File: src/rtl/lps_map.vh
// Constants for the low-power sleep state controller
// Assumes inclusion by the controller only; its synchroniser does not include it
`ifndef LPS_MAP_VH
`define LPS_MAP_VH

// One-hot state codes and their bit positions
`define LPS_ST_W          6
`define LPS_B_NORMAL      0
`define LPS_B_HALT        1
`define LPS_B_GRANT       2
`define LPS_B_SNOOP       3
`define LPS_B_SLEEP       4
`define LPS_B_DEEP        5
`define LPS_ST_NORMAL     6'h01
`define LPS_ST_HALT       6'h02
`define LPS_ST_GRANT      6'h04
`define LPS_ST_SNOOP      6'h08
`define LPS_ST_SLEEP      6'h10
`define LPS_ST_DEEP       6'h20
`define LPS_ST_RESET      6'h01

// Timing
`define LPS_CLK_MHZ       125
`define LPS_PLL_SETTLE_US 1000
`define LPS_SETTLE_CYC    (`LPS_PLL_SETTLE_US * `LPS_CLK_MHZ)
`define LPS_CNT_W         20

// Synchroniser depth
`define LPS_SYNC_STAGES   2

`endif

File: src/rtl/lps_sync.v
// Two-stage level synchroniser for asynchronous inputs
// Assumes the inputs are levels held longer than one clock period
`timescale 1ns/10ps
`default_nettype none

module lps_sync #(
   parameter WIDTH = 1,
   parameter [WIDTH-1:0] RESET_VAL = {WIDTH{1'b0}}
) (
   input  wire             i_clk,
   input  wire             i_rst,
   input  wire [WIDTH-1:0] i_async,
   output wire [WIDTH-1:0] o_sync
);

   reg [WIDTH-1:0] meta;
   reg [WIDTH-1:0] stable;

   // First stage feeds only the second
   always @(posedge i_clk or posedge i_rst) begin
      if (i_rst) begin
         meta   <= RESET_VAL;
         stable <= RESET_VAL;
      end else begin
         meta   <= i_async;
         stable <= meta;
      end
   end

   assign o_sync = stable;

endmodule // lps_sync

`default_nettype wire

File: src/rtl/lps_ctrl.v
// Sleep and deep-sleep power-state controller on the bus clock
// Assumes chipset drives stop-clock, sleep, clock-stop notice and reset;
// snoop and halt inputs come from logic on the bus clock
`timescale 1ns/10ps
`default_nettype none
`include "lps_map.vh"

module lps_ctrl #(
   parameter SETTLE_CYC = `LPS_SETTLE_CYC,
   parameter IRQ_W      = 4
) (
   input  wire                  i_clk,
   input  wire                  i_rst,
   input  wire                  i_stop_clock_request_n,
   input  wire                  i_sleep_request_n,
   input  wire                  i_bus_clock_stopped,
   input  wire [IRQ_W-1:0]      i_irq,
   input  wire [IRQ_W-1:0]      i_irq_ack,
   input  wire                  i_halt_exec,
   input  wire                  i_wake_event,
   input  wire                  i_snoop_start,
   input  wire                  i_snoop_done,
   output reg  [`LPS_ST_W-1:0]  o_state,
   output reg                   o_core_clk_en,
   output reg                   o_l2_clk_en,
   output reg                   o_pll_run,
   output reg                   o_snoop_en,
   output reg                   o_settling,
   output reg  [IRQ_W-1:0]      o_irq_pending
);

   localparam integer          SETTLE_LAST_I = SETTLE_CYC - 1;
   localparam [`LPS_CNT_W-1:0] SETTLE_LAST   = SETTLE_LAST_I[`LPS_CNT_W-1:0];

   wire                  stop_req;
   wire                  sleep_req;
   wire                  clk_stopped;
   wire [IRQ_W-1:0]      irq_sync;
   wire [2:0]            req_sync;
   reg  [`LPS_ST_W-1:0]  next_state;
   reg                   from_halt;
   reg                   next_from_halt;
   reg                   snoop_to_halt;
   reg                   next_snoop_to_halt;
   reg  [`LPS_CNT_W-1:0] settle_cnt;
   reg  [`LPS_CNT_W-1:0] next_settle_cnt;
   reg                   settle_done;
   wire                  capture_ok;

   // Request pins synchronised, released pins read as inactive
   lps_sync #(
      .WIDTH     (3),
      .RESET_VAL (3'h3)
   ) u_req_sync (
      .i_clk   (i_clk),
      .i_rst   (i_rst),
      .i_async ({i_bus_clock_stopped, i_sleep_request_n, i_stop_clock_request_n}),
      .o_sync  (req_sync)
   );

   lps_sync #(
      .WIDTH     (IRQ_W),
      .RESET_VAL ({IRQ_W{1'b0}})
   ) u_irq_sync (
      .i_clk   (i_clk),
      .i_rst   (i_rst),
      .i_async (i_irq),
      .o_sync  (irq_sync)
   );

   assign stop_req    = ~req_sync[0];
   assign sleep_req   = ~req_sync[1];
   assign clk_stopped = req_sync[2];

   // State transitions
   always @* begin
      next_state      = o_state;
      next_from_halt  = from_halt;
      next_snoop_to_halt = snoop_to_halt;
      next_settle_cnt = settle_cnt;
      settle_done     = (settle_cnt == SETTLE_LAST);
      case (o_state)
         `LPS_ST_NORMAL: begin
            // Sleep request has no effect here
            if (stop_req) begin
               next_state     = `LPS_ST_GRANT;
               next_from_halt = 1'b0;
            end else if (i_snoop_start) begin
               next_state = `LPS_ST_NORMAL;
            end else if (i_halt_exec) begin
               next_state = `LPS_ST_HALT;
            end
         end
         `LPS_ST_HALT: begin
            if (stop_req) begin
               next_state     = `LPS_ST_GRANT;
               next_from_halt = 1'b1;
            end else if (i_snoop_start) begin
               next_state         = `LPS_ST_SNOOP;
               next_snoop_to_halt = 1'b1;
            end else if (i_wake_event) begin
               next_state = `LPS_ST_NORMAL;
            end
         end
         `LPS_ST_GRANT: begin
            if (!stop_req) begin
               // Back to where the stop-clock request found the core
               if (from_halt) begin
                  next_state = `LPS_ST_HALT;
               end else begin
                  next_state = `LPS_ST_NORMAL;
               end
            end else if (sleep_req) begin
               next_state = `LPS_ST_SLEEP;
            end else if (i_snoop_start) begin
               next_state         = `LPS_ST_SNOOP;
               next_snoop_to_halt = 1'b0;
            end
         end
         `LPS_ST_SNOOP: begin
            // Grant keeps its own origin across a snoop
            if (i_snoop_done) begin
               if (snoop_to_halt) begin
                  next_state = `LPS_ST_HALT;
               end else begin
                  next_state = `LPS_ST_GRANT;
               end
               next_snoop_to_halt = 1'b0;
            end
         end
         `LPS_ST_SLEEP: begin
            // Snoops are not served here
            if (clk_stopped) begin
               next_state      = `LPS_ST_DEEP;
               next_settle_cnt = {`LPS_CNT_W{1'b0}};
            end else if (!sleep_req) begin
               next_state = `LPS_ST_GRANT;
            end
         end
         `LPS_ST_DEEP: begin
            // Clock running again: wait for PLL to settle
            if (clk_stopped) begin
               next_settle_cnt = {`LPS_CNT_W{1'b0}};
            end else if (settle_done) begin
               next_state      = `LPS_ST_SLEEP;
               next_settle_cnt = {`LPS_CNT_W{1'b0}};
            end else begin
               next_settle_cnt = settle_cnt + {{(`LPS_CNT_W-1){1'b0}}, 1'b1};
            end
         end
         default: begin
            next_state     = `LPS_ST_RESET;
            next_from_halt = 1'b0;
            next_snoop_to_halt = 1'b0;
         end
      endcase
   end

   // Asynchronous reset lands in normal from any state, sleep included
   always @(posedge i_clk or posedge i_rst) begin
      if (i_rst) begin
         o_state    <= `LPS_ST_RESET;
         from_halt  <= 1'b0;
         snoop_to_halt <= 1'b0;
         settle_cnt <= {`LPS_CNT_W{1'b0}};
      end else begin
         o_state    <= next_state;
         from_halt  <= next_from_halt;
         snoop_to_halt <= next_snoop_to_halt;
         settle_cnt <= next_settle_cnt;
      end
   end

   // Interrupt capture is closed in both sleep states
   assign capture_ok = ~(o_state[`LPS_B_SLEEP] | o_state[`LPS_B_DEEP]);

   // Clock and snoop enables
   always @(posedge i_clk or posedge i_rst) begin
      if (i_rst) begin
         o_core_clk_en <= 1'b1;
         o_l2_clk_en   <= 1'b1;
         o_pll_run     <= 1'b1;
         o_snoop_en    <= 1'b1;
         o_settling    <= 1'b0;
         o_irq_pending <= {IRQ_W{1'b0}};
      end else begin
         // Core clocks only in normal; context stays in registers
         o_core_clk_en <= next_state[`LPS_B_NORMAL];
         // Cache clock off only in deep sleep, back once in sleep
         o_l2_clk_en   <= ~next_state[`LPS_B_DEEP];
         // PLL kept in sleep, lost with the clock in deep sleep
         o_pll_run     <= ~next_state[`LPS_B_DEEP];
         // Snoopable in normal, idle, stop grant and snoop service
         o_snoop_en    <= ~(next_state[`LPS_B_SLEEP] | next_state[`LPS_B_DEEP]);
         o_settling    <= next_state[`LPS_B_DEEP] & ~clk_stopped;
         // New interrupt wins over an acknowledge in the same cycle
         o_irq_pending <= (o_irq_pending & ~i_irq_ack) | (irq_sync & {IRQ_W{capture_ok}});
      end
   end

endmodule // lps_ctrl

`default_nettype wire

File: config.mk
export PLATFORM = sky130hd
export DESIGN_NAME = lps_ctrl
export DESIGN_NICKNAME = d
export VERILOG_FILES = /design/src/rtl/lps_sync.v /design/src/rtl/lps_ctrl.v
export VERILOG_INCLUDE_DIRS = /design/src /design/src/rtl
export SDC_FILE = /design/constraint.sdc
export NUM_CORES = 1
export LEC_CHECK = 0
export BUFFER_PORTS_ARGS = -buffer_cell sky130_fd_sc_hd__buf_2
export CAP_MARGIN = 20
export CORE_MARGIN = 10
export CORE_UTILIZATION = 55
export CTS_CLUSTER_DIAMETER = 80
export DETAILED_ROUTE_END_ITERATION = 12
export PLACE_DENSITY = 0.76
export REMOVE_ABC_BUFFERS = 1
export SLEW_MARGIN = 20
export SYNTH_ARGS = -nofsm -noshare
export SYNTH_HDL_FRONTEND = slang
export SYNTH_SLANG_ARGS = --single-unit
File: constraint.sdc
create_clock -name i_clk -period 2.2 [get_ports i_clk]
set_input_delay 0.22 -clock i_clk [delete_from_list [all_inputs] [get_ports i_clk]]
set_output_delay 0.22 -clock i_clk [all_outputs]
set_load 0.1 [all_outputs]
## Word level (Yosys, flattened, before mapping)

Index checks and enable logic that the tools add are counted.

- Register bits: 50
- Bits in latches: 0
- Memory bits (writable): 0
- Bits in read-only memories: 0
- Bits of input ports: 17
- Output and inout bits: 15
- Logic and storage cells: 88
- Memories kept: 0

- Add/sub/neg operators: 1
- Multipliers: 0
- Div/mod/pow operators: 0
- $lt $le $gt $ge: 0
- Equal/unequal tests: 22
- Shifts and indexed selects: 0
- Mux-type cells: 31
- Bitwise logic cells: 13
- Reductions and logical operators: 7

Operators by type and width:

| operator | number |
|---|---|
| 6-bit two-way mux | 14 |
| 20-bit two-way mux | 3 |
| 20-bit one-hot mux with 2 select lines | 1 |
| 6-bit one-hot mux with 6 select lines | 1 |
| 20-bit by 1-bit adder with 20-bit output, second input constant | 1 |
| 20-bit by 17-bit == test with 1-bit output, second input constant | 1 |
| 2-bit != test, second input constant | 8 |
| 7-bit AND reduction | 2 |
| 4-bit != test, second input constant | 3 |
| 4-bit bitwise AND | 2 |
| 1-bit two-way mux | 8 |
| 6-bit by 1-bit == test with 1-bit output, second input constant | 1 |
| 6-bit by 2-bit == test with 1-bit output, second input constant | 1 |
| 6-bit by 3-bit == test with 1-bit output, second input constant | 1 |
| 6-bit by 4-bit == test with 1-bit output, second input constant | 1 |
| 6-bit by 5-bit == test with 1-bit output, second input constant | 1 |
| 6-bit == test, second input constant | 1 |
| 2-bit by 1-bit != test with 1-bit output, second input constant | 3 |
| 1-bit inverter | 6 |
| 4-bit inverter | 1 |
| 4-bit OR | 1 |
| 1-bit one-hot mux with 4 select lines | 1 |
| 4-bit OR reduction | 1 |
| 3-bit two-way mux | 1 |
| other kinds (9) | 10 |

## Longest topological paths before layout

Gate-level depths: netlist of the first run.

- Word-level depth: 6
- Gate-level depth with buffers: 7

## Hierarchy

From an unflattened synthesis of the first run, not the netlist that was laid out.

- Cell total of the unflattened synthesis: 249
- Area, all modules: 2464.9 µm²

Modules (own cells, without submodules):

| module | instances | cells an instance | area an instance (µm²) | seq. area each (µm²) |
|---|---|---|---|---|
| lps_ctrl | 1 | 233 | 2102.0 | 879.6 |
| lps_sync at u_irq_sync | 1 | 9 | 203.9 | 200.2 |
| lps_sync at u_req_sync | 1 | 7 | 158.9 | 155.1 |

## Worst setup path after synthesis of the first run

No wires, ideal clock.

- Path type: reg-to-reg
- Start: register o_state[4]
- End: register o_state[2]
- Setup time: 0.126 ns
- Data arrival time: 2.244 ns
- Slack: -0.170 ns
- Stages on the path, launching flop included: 7
- Path buffers: 1
- Clock period less this slack: 2.370 ns
- Cells stage by stage: dfrtp_1 > buf_2 > nor2_1 > and4b_1 > o21bai_1 > a211o_1 > a221o_1

- Cells in the longest elaborated chain, start to end: 3
- Elaborated cells on any way between the ends: 15
- Those cells by class: 13 x eq/ne; 1 x mux; 1 x reduce/logical

RTL lines:

| what | line | RTL |
|---|---|---|
| start, declared | lps_ctrl.v:23 | `` output reg [`LPS_ST_W-1:0] o_state, `` |
| start signal, assigned | lps_ctrl.v:162 | `` o_state <= `LPS_ST_RESET; `` |
| start signal, assigned | lps_ctrl.v:167 | `o_state <= next_state;` |
| 6-bit by 3-bit == test with 1-bit output (tied with other cells) | lps_ctrl.v:82 | `case (o_state)` |
| 4-bit != test (no line) (tied with other cells) | - |  |
| 7-bit AND reduction (no line) | - |  |

Parallel ways exist; a longest one is shown, timed or not.
A chain may end at the register's enable or synchronous reset.

## Final worst setup path of the first run

- Start: register settle_cnt[0]
- End: register settle_cnt[16]

- Cells in the longest elaborated chain, start to end: 4
- Elaborated cells on any way between the ends: 5
- Those cells by class: 1 x add/sub; 1 x eq/ne; 3 x mux

RTL lines:

| what | line | RTL |
|---|---|---|
| start, declared | lps_ctrl.v:45 | `` reg [`LPS_CNT_W-1:0] settle_cnt; `` |
| start signal, assigned | lps_ctrl.v:165 | `` settle_cnt <= {`LPS_CNT_W{1'b0}}; `` |
| start signal, assigned | lps_ctrl.v:170 | `settle_cnt <= next_settle_cnt;` |
| 20-bit by 1-bit adder with 20-bit output or 20-bit by 17-bit == test with 1-bit output (tied branches) | lps_ctrl.v:148, lps_ctrl.v:81 |  |
| 20-bit two-way mux (*) | lps_ctrl.v:144 | `end else if (settle_done) begin` |
| 20-bit two-way mux (*) | lps_ctrl.v:142 | `if (clk_stopped) begin` |
| 20-bit one-hot mux with 2 select lines (*) | lps_ctrl.v:82 |  |

Mark *: on every way between the ends. The rest lies on a longest branch, timed or not.

==> results.md, run 1 <==
- Status: completed
- Ys async rst share: 1.00
- Vias: ~2000
- Layout Skew: 0.0144 ns
- Total power: roughly 2.5 mW
- Yosys top cell area share: 0.424
- Maximum VDD drop: 0.407 mV
- N_diodes: 0
- Detailed Route WL: 5220 um
- Post-synthesis register bit count: between 40 and 50
- Clock sinks: between 40 and 50
- Hold Crit Class: input pin to flop
- Main synth FF type: dfrtp_1
- Final hold violations: 0
- Lkg Pwr: around 1.3 nW
- Worst-margin pin slew: about 0.58 ns
- Post-cts repair resize count: 0
- Fin Setup TNS: 0 ns
- Crit path max fanout: 5
- Critical Path, Cell by Cell: ha_1 -> nand3_1 -> nor4_2 -> nand4_1 -> and3_1 -> a221o_1
- Vias in the first global route: 1895
- Netlist Area Pre-Place: 2480 sq um
- Die Wd: ~87 um
- TritonCTS Buffers: 5
- DRC: 0
- CTS tree: yes
- Wire per inst: between 15 and 20 um
- Cells after Synth: roughly 250
- Register area share after synthesis: 0.499
- Synth unique cells: 52
- Layout area overhead: 13.7%
- DR pass1 iterations: 5
- Die area: roughly 7600 sq um
- Max Cap Violations: 0
- Slowest CP cell: nor4_2
- Critical path required time: between 2 and 2.5 ns
- Post-synth EDFFs: 0
- # setup viols final: 0
- Startpoint types: flop
- Yosys top cell by area: dfrtp_1
- Starting Density: 0.569
- RSZ-0062 raised after global routing: false
- Pin count of the biggest net entering global routing: 50
- Core area: about 4400 sq um
- Hpwl dp: between 3000 and 4000 um
- Fin area: roughly 2800 sq um
- Global-route wire length before repair: 8920 um
- CP Class: flop to flop
- Min Hold Slack: around 0.013 ns
- Vias per cell: around 5.9
- Synth warn: 0
- Slew HR: 0.613
- Critical path capture point type: flop
- Largest stage delay, worst path: 0.44 ns
- Total gr overflow: 0
- Detail Route Antenna Nets: 0
- Average size of a mapped cell: about 10 sq um
- Chip height: 87.1 um
- I/O Buffers: 31
- Crit path DAT: about 2.2 ns
- Nets: around 310
- Total GRT Usage: 0.143
- GP Congestion: approximately 0.9
- Clock transition at the registers of the reported paths: ~0.10 ns
- Cts hold-fix bufs: 0
- Fmax: approximately 500 MHz
- Fin crit period: a little over 2 ns
- Crit share post-route: 0.919
- Io pins: 32
- Cell Pwr Density: between 800 and 900 nW/um^2
- Fillers: 370
- Htree depth: 2
- Clock root buffer: clkbuf_8
- Layout cell share with drive strength beyond 1: 0.235
- Clock Tree Buf Depth: 2
- Final Util: 0.647
- Final slew viol count: 0
- Clock Latency Late Sink: slightly above 0.3 ns
- DRT iter0 DRCs: around 150
- Placed Area: about 2700 sq um
- Cell Rows: 24
- Synth area leaders: dfrtp_1 42%, dfstp_2 7.4%, a31oi_1 3.8%
- Antenna violations before repair: 0
- Setup bufs post-CTS: 0
-- per-stage QoR --
step	setup WS (ns)	std cells
2_1_floorplan	-0.344	237
3_3_place_gp	0.264	330
3_5_place_dp	0.200	330
4_1_cts	0.186	338
5_1_grt	0.0333	341
6_report	0.178	341
-- worst paths after layout --
kind | startpoint | endpoint | slack, ns | depth (start not counted)
max | settle_cnt[0] | settle_cnt[16] | 0.18 | 6
min | i_stop_clock_request_n | u_req_sync.meta[0] | 0.01 | 1
max reg2reg | settle_cnt[0] | settle_cnt[16] | 0.18 | 6
min reg2reg | u_irq_sync.meta[0] | u_irq_sync.o_sync[0] | 0.36 | 0
max in group asynchronous | i_rst | settle_cnt[11] | 1.75 | 3
min in group asynchronous | i_rst | o_irq_pending[3] | 0.04 | 3
-- registers in the layout (all words and copies together), names as in the netlist --
| register | count |
|---|---|
| u_req_sync.meta | 3 |
| settle_cnt | 20 |
| u_req_sync.o_sync | 3 |
| o_settling | 1 |
| from_halt | 1 |
| o_pll_run | 1 |
| u_irq_sync.meta | 4 |
| o_snoop_en | 1 |
| o_irq_pending | 4 |
| o_state | 6 |
| snoop_to_halt | 1 |
| u_irq_sync.o_sync | 4 |
-- final cells by class --
class	count	area (sq um)	share of cell area
clock inverter	3	25.0	0.00888
clock buffer	5	68.8	0.0244
sequential	49	1230	0.438
multi-input combinational	169	1090	0.387
timing repair buffer	44	260	0.0924
tap	52	65.1	0.0231
inverter	19	71.3	0.0253
-- critical path, delay by kind of cell (launching register included) --
kind                       cells  cell delay [ns]
and+or+nand+nor                4             1.00
DFF                            1             0.41
AOI/OAI and AO/OA              1             0.26
adders and majority gates      1             0.24
-- kinds of logic after synthesis --
logic type	share of synthesized area
xor+xnor	0.0177
fa+ha+maj	0.00505
compound gates	0.187
mux	0.00455
flops	0.499
simple gates	0.226
buf+inv	0.0606
-- power by group --
group | leakage (nW) | switching (mW) | internal (mW) | total (mW)
combinational | 0.649 | 0.616 | 0.235 | 0.851
sequential | 0.622 | 0.0817 | 0.983 | 1.06
clock | 0.0447 | 0.314 | 0.230 | 0.544
total | 1.32 | 1.01 | 1.45 | 2.46
-- layer usage --
| metal | GRT usage | share of wire | vias up |
|---|---|---|---|
| met5 | 0 | 0 | - |
| met3 | 0.0449 | 0.081 | 2 |
| met2 | 0.219 | 0.45 | 63 |
| met4 | 0.0435 | 0.0052 | 0 |
| li1 | - | - | 991 |
| met1 | 0.188 | 0.47 | 954 |
-- synth_stat cells, types with 2 or more instances --
master	number
a21o_1	2
a21oi_1	8
a221o_1	5
a22o_1	3
a31oi_1	15
and3_1	12
and4_1	3
buf_2	3
buf_4	3
buf_6	3
clkbuf_1	2
dfrtp_1	42
dfstp_2	7
inv_1	18
nand2_1	18
nand2b_1	2
nand3_1	15
nand3b_1	6
nand4_1	5
nor2_1	15
nor2b_1	5
nor3_1	4
nor4_1	3
o211ai_1	2
o21ai_0	11
o22ai_1	7
xnor2_1	2
xor2_1	3
-- cell usage in the layout, fill, tap and decap left out, drive strengths merged, types with 6 or more instances in the layout --
master	Yosys	layout
dfrtp	42	42
buf	9	41
inv	19	20
nand2	19	19
nor2	15	15
nand3	15	15
a31oi	15	15
and3	12	12
o21ai	11	11
a21oi	9	9
o22ai	7	7
dfstp	7	7
nand3b	6	6
nand4	6	6
Power figures use the tool's default switching activity.
==> run 2, diff against run 1 <==
--- a/config.mk
+++ b/config.mk
@@ -14,6 +14,7 @@
 export DETAILED_ROUTE_END_ITERATION = 12
 export PLACE_DENSITY = 0.76
 export REMOVE_ABC_BUFFERS = 1
+export SETUP_SLACK_MARGIN = 0.4
 export SLEW_MARGIN = 20
 export SYNTH_ARGS = -nofsm -noshare
 export SYNTH_HDL_FRONTEND = slang
==> constraint.sdc (replaced) <==
create_clock -name i_clk -period 2.1 [get_ports i_clk]
set_input_delay 0.21 -clock i_clk [delete_from_list [all_inputs] [get_ports i_clk]]
set_output_delay 0.21 -clock i_clk [all_outputs]
set_load 0.1 [all_outputs]
==> run 2 against run 1 <==
Sequential power increased by 6%; die area stayed put; global-route usage is 2.0 points higher; via count grew 13%; fmax grew 4.2%; clock skew is 0.0044 ns lower; clock-buffer cell count is the same; utilization up 12 points.
==> results.md, run 2 (synthesized netlist as in run 1, its figures left out) <==
- N_diodes: 0 (unchanged)
- Core area: 4350 sq um (unchanged)
- Critical path origin: settle_cnt[2]
- Worst r2r src: settle_cnt[2]
- DRT iter0 DRCs: 144 (-0.69%)
- Most frequent cells in the layout: 38 x dfrtp_1, 29 x buf_2, 25 x buf_4
- Wire per inst: 17.5 um (+15%)
- Maximum VDD drop: 0.472 mV (+16%)
- Fin crit period: 1.94 ns (-0.0817 ns)
- GP Congestion: 0.937 (+1.1%)
- Final Util: 0.766 (+0.119)
- Crit Reg-Reg Endpoint: settle_cnt[16]
- Vias per cell: 6.14 (+4.1%)
- R2R depth: 6 (unchanged)
- Critical path required time: 2.30 ns (-0.10 ns)
- Crit path max fanout: 7 (+2)
- Status: completed
- Die Wd: 87.1 um (unchanged)
- Vias in the first global route: 2170 (+15%)
- Cell Pwr Density: 929 nW/um^2 (+6.4%)
- Max Cap Violations: 0 (unchanged)
- Slowest CP cell: dfrtp_1
- Placed Instances: 326 (-1.2%)
- CTS tree: yes
- Fin cells: 369 (+8.2%)
- Clock transition at the registers of the reported paths: 0.10 ns (about the same)
- Clock Latency Late Sink: 0.31 ns (about the same)
- Global-route wire length before repair: 10100 um (+13%)
- Clock Tree Buf Depth: 2 (unchanged)
- Min Hold Slack: 0.0163 ns (+0.00301 ns)
- TritonCTS Buffers: 5 (unchanged)
- Htree depth: 2 (unchanged)
- Die area: 7590 sq um (unchanged)
- CP Class: flop to flop
- Critical path capture point type: flop
- Placed Area: 2680 sq um (-0.65%)
- Layout area overhead: 34.7%
- Total GRT Usage: 0.163 (+0.0199)
- # setup viols final: 0 (unchanged)
- DRC: 0 (unchanged)
- Antenna violations before repair: 0 (unchanged)
- DR pass1 iterations: 5 (unchanged)
- Hpwl dp: 3830 um (+3.3%)
- Io pins: 32 (unchanged)
- Worst-margin pin slew: 0.499 ns (-0.0817 ns)
- Most flops, register: settle_cnt
- Starting Density: 0.569 (unchanged)
- Startpoint types: flop
- Max reg flops: 20 (unchanged)
- Layout Skew: 0.0101 ns (-0.00435 ns)
- Final hold violations: 0 (unchanged)
- Vias: 2265 (+13%)
- Lkg Pwr: 1.55 nW (+18%)
- Fin area: 3330 sq um (+18%)
- Largest stage delay, worst path: 0.47 ns (+0.03 ns)
- Final slew viol count: 0 (unchanged)
- Clock sinks: 49 (unchanged)
- Top Registers: settle_cnt: 20 flops, o_state: 6 flops
- Total power: 3.10 mW (+26%)
- Total gr overflow: 0 (unchanged)
- Worst setup path end: settle_cnt[16]
- Critical Path, Cell by Cell: nor4bb_1 -> and4_2 -> a21oi_4 -> buf_6 -> and3_1 -> a221o_1
- Most common cell after layout, fill and taps aside: dfrtp_1
- I/O Buffers: 31 (unchanged)
- Clock root buffer: clkbuf_8
- Crit path DAT: 2.14 ns (-0.08 ns)
- Detail Route Antenna Nets: 0 (unchanged)
- RSZ-0062 raised after global routing: true
- Reg-to-reg slack, setup: 0.16 ns (-0.02 ns)
- Pin count of the biggest net entering global routing: 20 (-60%)
- Cell Rows: 24 (unchanged)
- Slew HR: 0.670 (+0.0568)
- Crit share post-route: 0.924 (+0.00485)
- Chip height: 87.1 um (unchanged)
- Layout cell share with drive strength beyond 1: 0.375 (+0.140)
- Detailed Route WL: 6470 um (+24%)
- Fmax: 515 MHz (+4.2%)
- Hold Crit Class: input pin to flop
- Nets: 334 (+9.2%)
## run 2: metal layers
layer  global-route usage  part of all wire  vias to the layer above
li1                     -                 -                     1050
met4               0.0623             0.022                        0
met1                0.198              0.42                     1098
met3               0.0431             0.068                       15
met5                    0                 0                        -
met2                0.268              0.49                      102
## run 2: worst min path at each step
stage / start / to / cells past startpoint
6_report: i_irq[1] / u_irq_sync.meta[1] / 1
5_1_grt: i_irq[1] / u_irq_sync.meta[1] / 1
4_1_cts: i_bus_clock_stopped / u_req_sync.meta[2] / 1
3_5_place_dp: i_rst / settle_cnt[13] / 2
3_3_place_gp: i_rst / u_irq_sync.meta[3] / 2
2_1_floorplan: i_stop_clock_request_n / u_req_sync.meta[0] / 0
## run 2: power breakdown
group | internal [mW] | leakage (nW) | total [mW] | switching, mW
Combinational | 0.424 | 0.862 | 1.17 | 0.747
Sequential | 1.03 | 0.615 | 1.12 | 0.0888
Clock | 0.479 | 0.0687 | 0.806 | 0.327
Total | 1.93 | 1.55 | 3.10 | 1.16
## run 2: stage by stage
stage          TNS (ns)  worst slack (ns)
2_1_floorplan     -9.08            -0.444
3_3_place_gp          0             0.218
3_5_place_dp          0             0.115
4_1_cts               0             0.333
5_1_grt               0            0.0954
6_report              0             0.160
## run 2: final cells by class
type / count / area (sq um)
Timing Repair Buffer: 72 / 567
Tap cell: 52 / 65.1
Inverter: 19 / 73.8
Clock buffer: 5 / 68.8
Fill cell: 265 / 1020
Sequential cell: 49 / 1240
Multi-Input combinational cell: 169 / 1250
Clock inverter: 3 / 68.8
## run 2: timing repair
| action | 4_1_cts | 5_1_grt |
|---|---|---|
| pin swaps | 15 | 13 |
| setup buffers | 19 | 7 |
| gates resized for setup | 25 | 23 |
| gates cloned | 1 | 1 |
| hold endpoints to repair | 22 | 1 |
| setup endpoints to repair | 25 | 29 |
| hold buffers | 6 | 1 |
## run 2: worst max-delay path: cells and delay by family (launching register included)
family                 cells  cell delay [ns]
AOI/OAI and AO/OA          2             0.36
buffers and inverters      1             0.13
DFF                        1             0.47
and+or+nand+nor            3             0.87
==> run 3, diff against run 2 <==
--- a/config.mk
+++ b/config.mk
@@ -8,11 +8,13 @@
 export LEC_CHECK = 0
 export BUFFER_PORTS_ARGS = -buffer_cell sky130_fd_sc_hd__buf_2
 export CAP_MARGIN = 20
+export CELL_PAD_IN_SITES_DETAIL_PLACEMENT = 1
+export CELL_PAD_IN_SITES_GLOBAL_PLACEMENT = 1
 export CORE_MARGIN = 10
-export CORE_UTILIZATION = 55
+export CORE_UTILIZATION = 44
 export CTS_CLUSTER_DIAMETER = 80
 export DETAILED_ROUTE_END_ITERATION = 12
-export PLACE_DENSITY = 0.76
+export PLACE_DENSITY = 0.78
 export REMOVE_ABC_BUFFERS = 1
 export SETUP_SLACK_MARGIN = 0.4
 export SLEW_MARGIN = 20
==> run 3 against run 2 <==
Flip-flop and latch count unchanged; critical path type unchanged; utilization decreased by 16 points; largest power group unchanged; combinational power about the same; non-clock buffer count unchanged; highest routed layer unchanged; routed wire length increased by 22%.
==> results.md, run 3 (synthesized netlist as in run 1, its figures left out) <==
- Critical Path, Cell by Cell: ha_4 -> nor4bb_4 -> and4_4 -> a21oi_4 -> buf_6 -> nand3_1 -> a31oi_1
- Core area: 5470 sq um (+26%)
- Cell Pwr Density: 858 nW/um^2 (-7.7%)
- Lkg Pwr: 1.52 nW (-1.9%)
- Antenna violations before repair: 0 (unchanged)
- Layout cell share with drive strength beyond 1: 0.404 (+0.0284)
- Reg-to-reg slack, setup: 0.17 ns (about the same)
- Starting Density: 0.452 (-0.116)
- Crit path max fanout: 8 (+1)
- GP Congestion: 0.823 (-12%)
- CTS tree: yes
- Hold Crit Class: input pin to async pin
- RSZ-0062 raised after global routing: true
- Crit path DAT: 2.14 ns (about the same)
- Total GRT Usage: 0.155 (-0.00766)
- Most common cell after layout, fill and taps aside: dfrtp_1
- R2R depth: 7 (+1)
- DR pass1 iterations: 4 (-1)
- Pin count of the biggest net entering global routing: 36 (+80%)
- Chip height: 95.0 um (+9.1%)
- Most frequent cells in the layout: 32 x dfrtp_1, 29 x buf_4, 29 x buf_2
- Clock sinks: 49 (unchanged)
- Slew HR: 0.518 (-0.152)
- Detail Route Antenna Nets: 0 (unchanged)
- Crit Reg-Reg Endpoint: settle_cnt[6]
- Startpoint types: flop
- Pre-CTS WS: 0.130 ns (+0.0153 ns)
- Hpwl dp: 4510 um (+18%)
- Nets: 334 (unchanged)
- Total power: 2.85 mW (-8.1%)
- Fillers: 616 (+130%)
- Io pins: 32 (unchanged)
- Worst setup margin: 0.166 ns (+0.00602 ns)
- Critical path required time: 2.31 ns (about the same)
- Max Cap Violations: 0 (unchanged)
- # setup viols final: 0 (unchanged)
- Htree depth: 2 (unchanged)
- Final slew viol count: 0 (unchanged)
- Clock Tree Buf Depth: 2 (unchanged)
- Critical path buffers and inverters: 1 (unchanged)
- Total gr overflow: 0 (unchanged)
- Global-route wire length before repair: 11200 um (+12%)
- Vias per cell: 5.89 (-4.1%)
- Status: completed
- DRT iter0 DRCs: 128 (-11%)
- Critical path origin: settle_cnt[1]
- Cell family with most CP delay: compound AO/OA/AOI/OAI gates
- Most flops, register: settle_cnt
- Die area: 9030 sq um (+19%)
- Fin crit period: 1.93 ns (-0.00602 ns)
- Vias: 2291 (+1.1%)
- Maximum VDD drop: 0.789 mV (+67%)
- N_diodes: 0 (unchanged)
- Placed Area: 2720 sq um (+1.8%)
- Max reg flops: 20 (unchanged)
- I/O Buffers: 31 (unchanged)
- Top Registers: settle_cnt: 20 flops, o_state: 6 flops
- Layout area overhead: 34.0%
- Fin area: 3320 sq um (-0.49%)
- Clock root buffer: clkbuf_8
- Vias in the first global route: 2228 (+2.7%)
- Wire per inst: 20.2 um (+15%)
- Layout Skew: 0.0156 ns (+0.00555 ns)
- TritonCTS Buffers: 5 (unchanged)
- Clock Latency Late Sink: 0.31 ns (about the same)
- Final Util: 0.606 (-0.159)
- Critical path capture point type: flop
- Crit share post-route: 0.921 (-0.00286)
- Slowest CP cell: dfrtp_1
- Detailed Route WL: 7870 um (+22%)
- Worst-margin pin slew: 0.722 ns (+0.223 ns)
- Final hold violations: 0 (unchanged)
- Clock transition at the registers of the reported paths: 0.11 ns (about the same)
- DRC: 0 (unchanged)
- Largest stage delay, worst path: 0.44 ns (-0.03 ns)
- Die Wd: 95.0 um (+9.1%)
- Fmax: 517 MHz (+0.31%)
- CP Class: flop to flop
- Cell Rows: 27 (+13%)
- Worst r2r src: settle_cnt[1]
-- run 3: changes by cell type in the layout (fill, tap and decap cells not counted), sizes merged --
cell / previous run / this run
dlygate4sd3: 7 / 6
buf: 62 / 64
clkbuf: 8 / 7
clkinvlp: 0 / 1
clkinv: 0 / 1
bufinv: 2 / 0
-- run 3: worst max-delay path by stage --
stage	endpoint	slack, ns	depth (start not counted)
6_report	settle_cnt[6]	0.17	7
2_1_floorplan	settle_cnt[15]	-0.44	5
3_3_place_gp	settle_cnt[16]	0.21	7
5_1_grt	settle_cnt[6]	0.07	7
3_5_place_dp	settle_cnt[17]	0.13	7
4_1_cts	settle_cnt[6]	0.33	6
-- run 3: power by group --
part | switching (mW) | internal [mW]
Sequential | 0.0889 | 1.03
Clock | 0.343 | 0.237
Combinational | 0.762 | 0.384
Total | 1.19 | 1.65
-- run 3: through the flow --
step | hold slack (ns) | instances | setup TNS [ns]
after floorplan | 0.214 | 237 | -9.08
after global placement | 0.315 | 349 | 0
after detailed placement | 0.317 | 349 | 0
after CTS | 0.00208 | 374 | 0
after global routing | 0.00415 | 389 | 0
final | 0.00124 | 389 | 0
-- run 3: what timing repair did --
| item | in CTS | in global routing |
|---|---|---|
| setup buffers | 14 | 10 |
| hold buffers | 2 | 4 |
| pin swaps | 12 | 20 |
| gates resized for setup | 21 | 40 |
| endpoints found under the hold margin | 2 | 4 |
| cloned | 1 | 1 |
| endpoints found under the setup margin | 27 | 30 |
-- run 3: layout make-up --
cell class / count / area [sq um] / area share
timing repair buffer: 72 / 539 / 0.163
sequential: 49 / 1250 / 0.376
clock buffer: 5 / 68.8 / 0.0207
clock inverter: 3 / 21.3 / 0.00641
multi-input combinational: 169 / 1270 / 0.384
tap: 72 / 90.1 / 0.0271
inverter: 19 / 76.3 / 0.0230
-- run 3: worst register-to-register path, stage by stage, from the launching register on --
cell      delay, ns
dfrtp_1        0.44
ha_4           0.21
nor4bb_4       0.15
and4_4         0.22
a21oi_4        0.30
buf_6          0.18
nand3_1        0.09
a31oi_1        0.24
-- run 3: per-layer routing --
layer / wire, um / vias to the layer above / global-route usage / part of all wire
met5: 0 / - / 0 / 0
met4: 93 / 0 / 0.0486 / 0.012
met3: 456 / 10 / 0.0369 / 0.058
met2: 4050 / 70 / 0.246 / 0.51
met1: 3270 / 1166 / 0.205 / 0.42
li1: - / 1045 / - / -
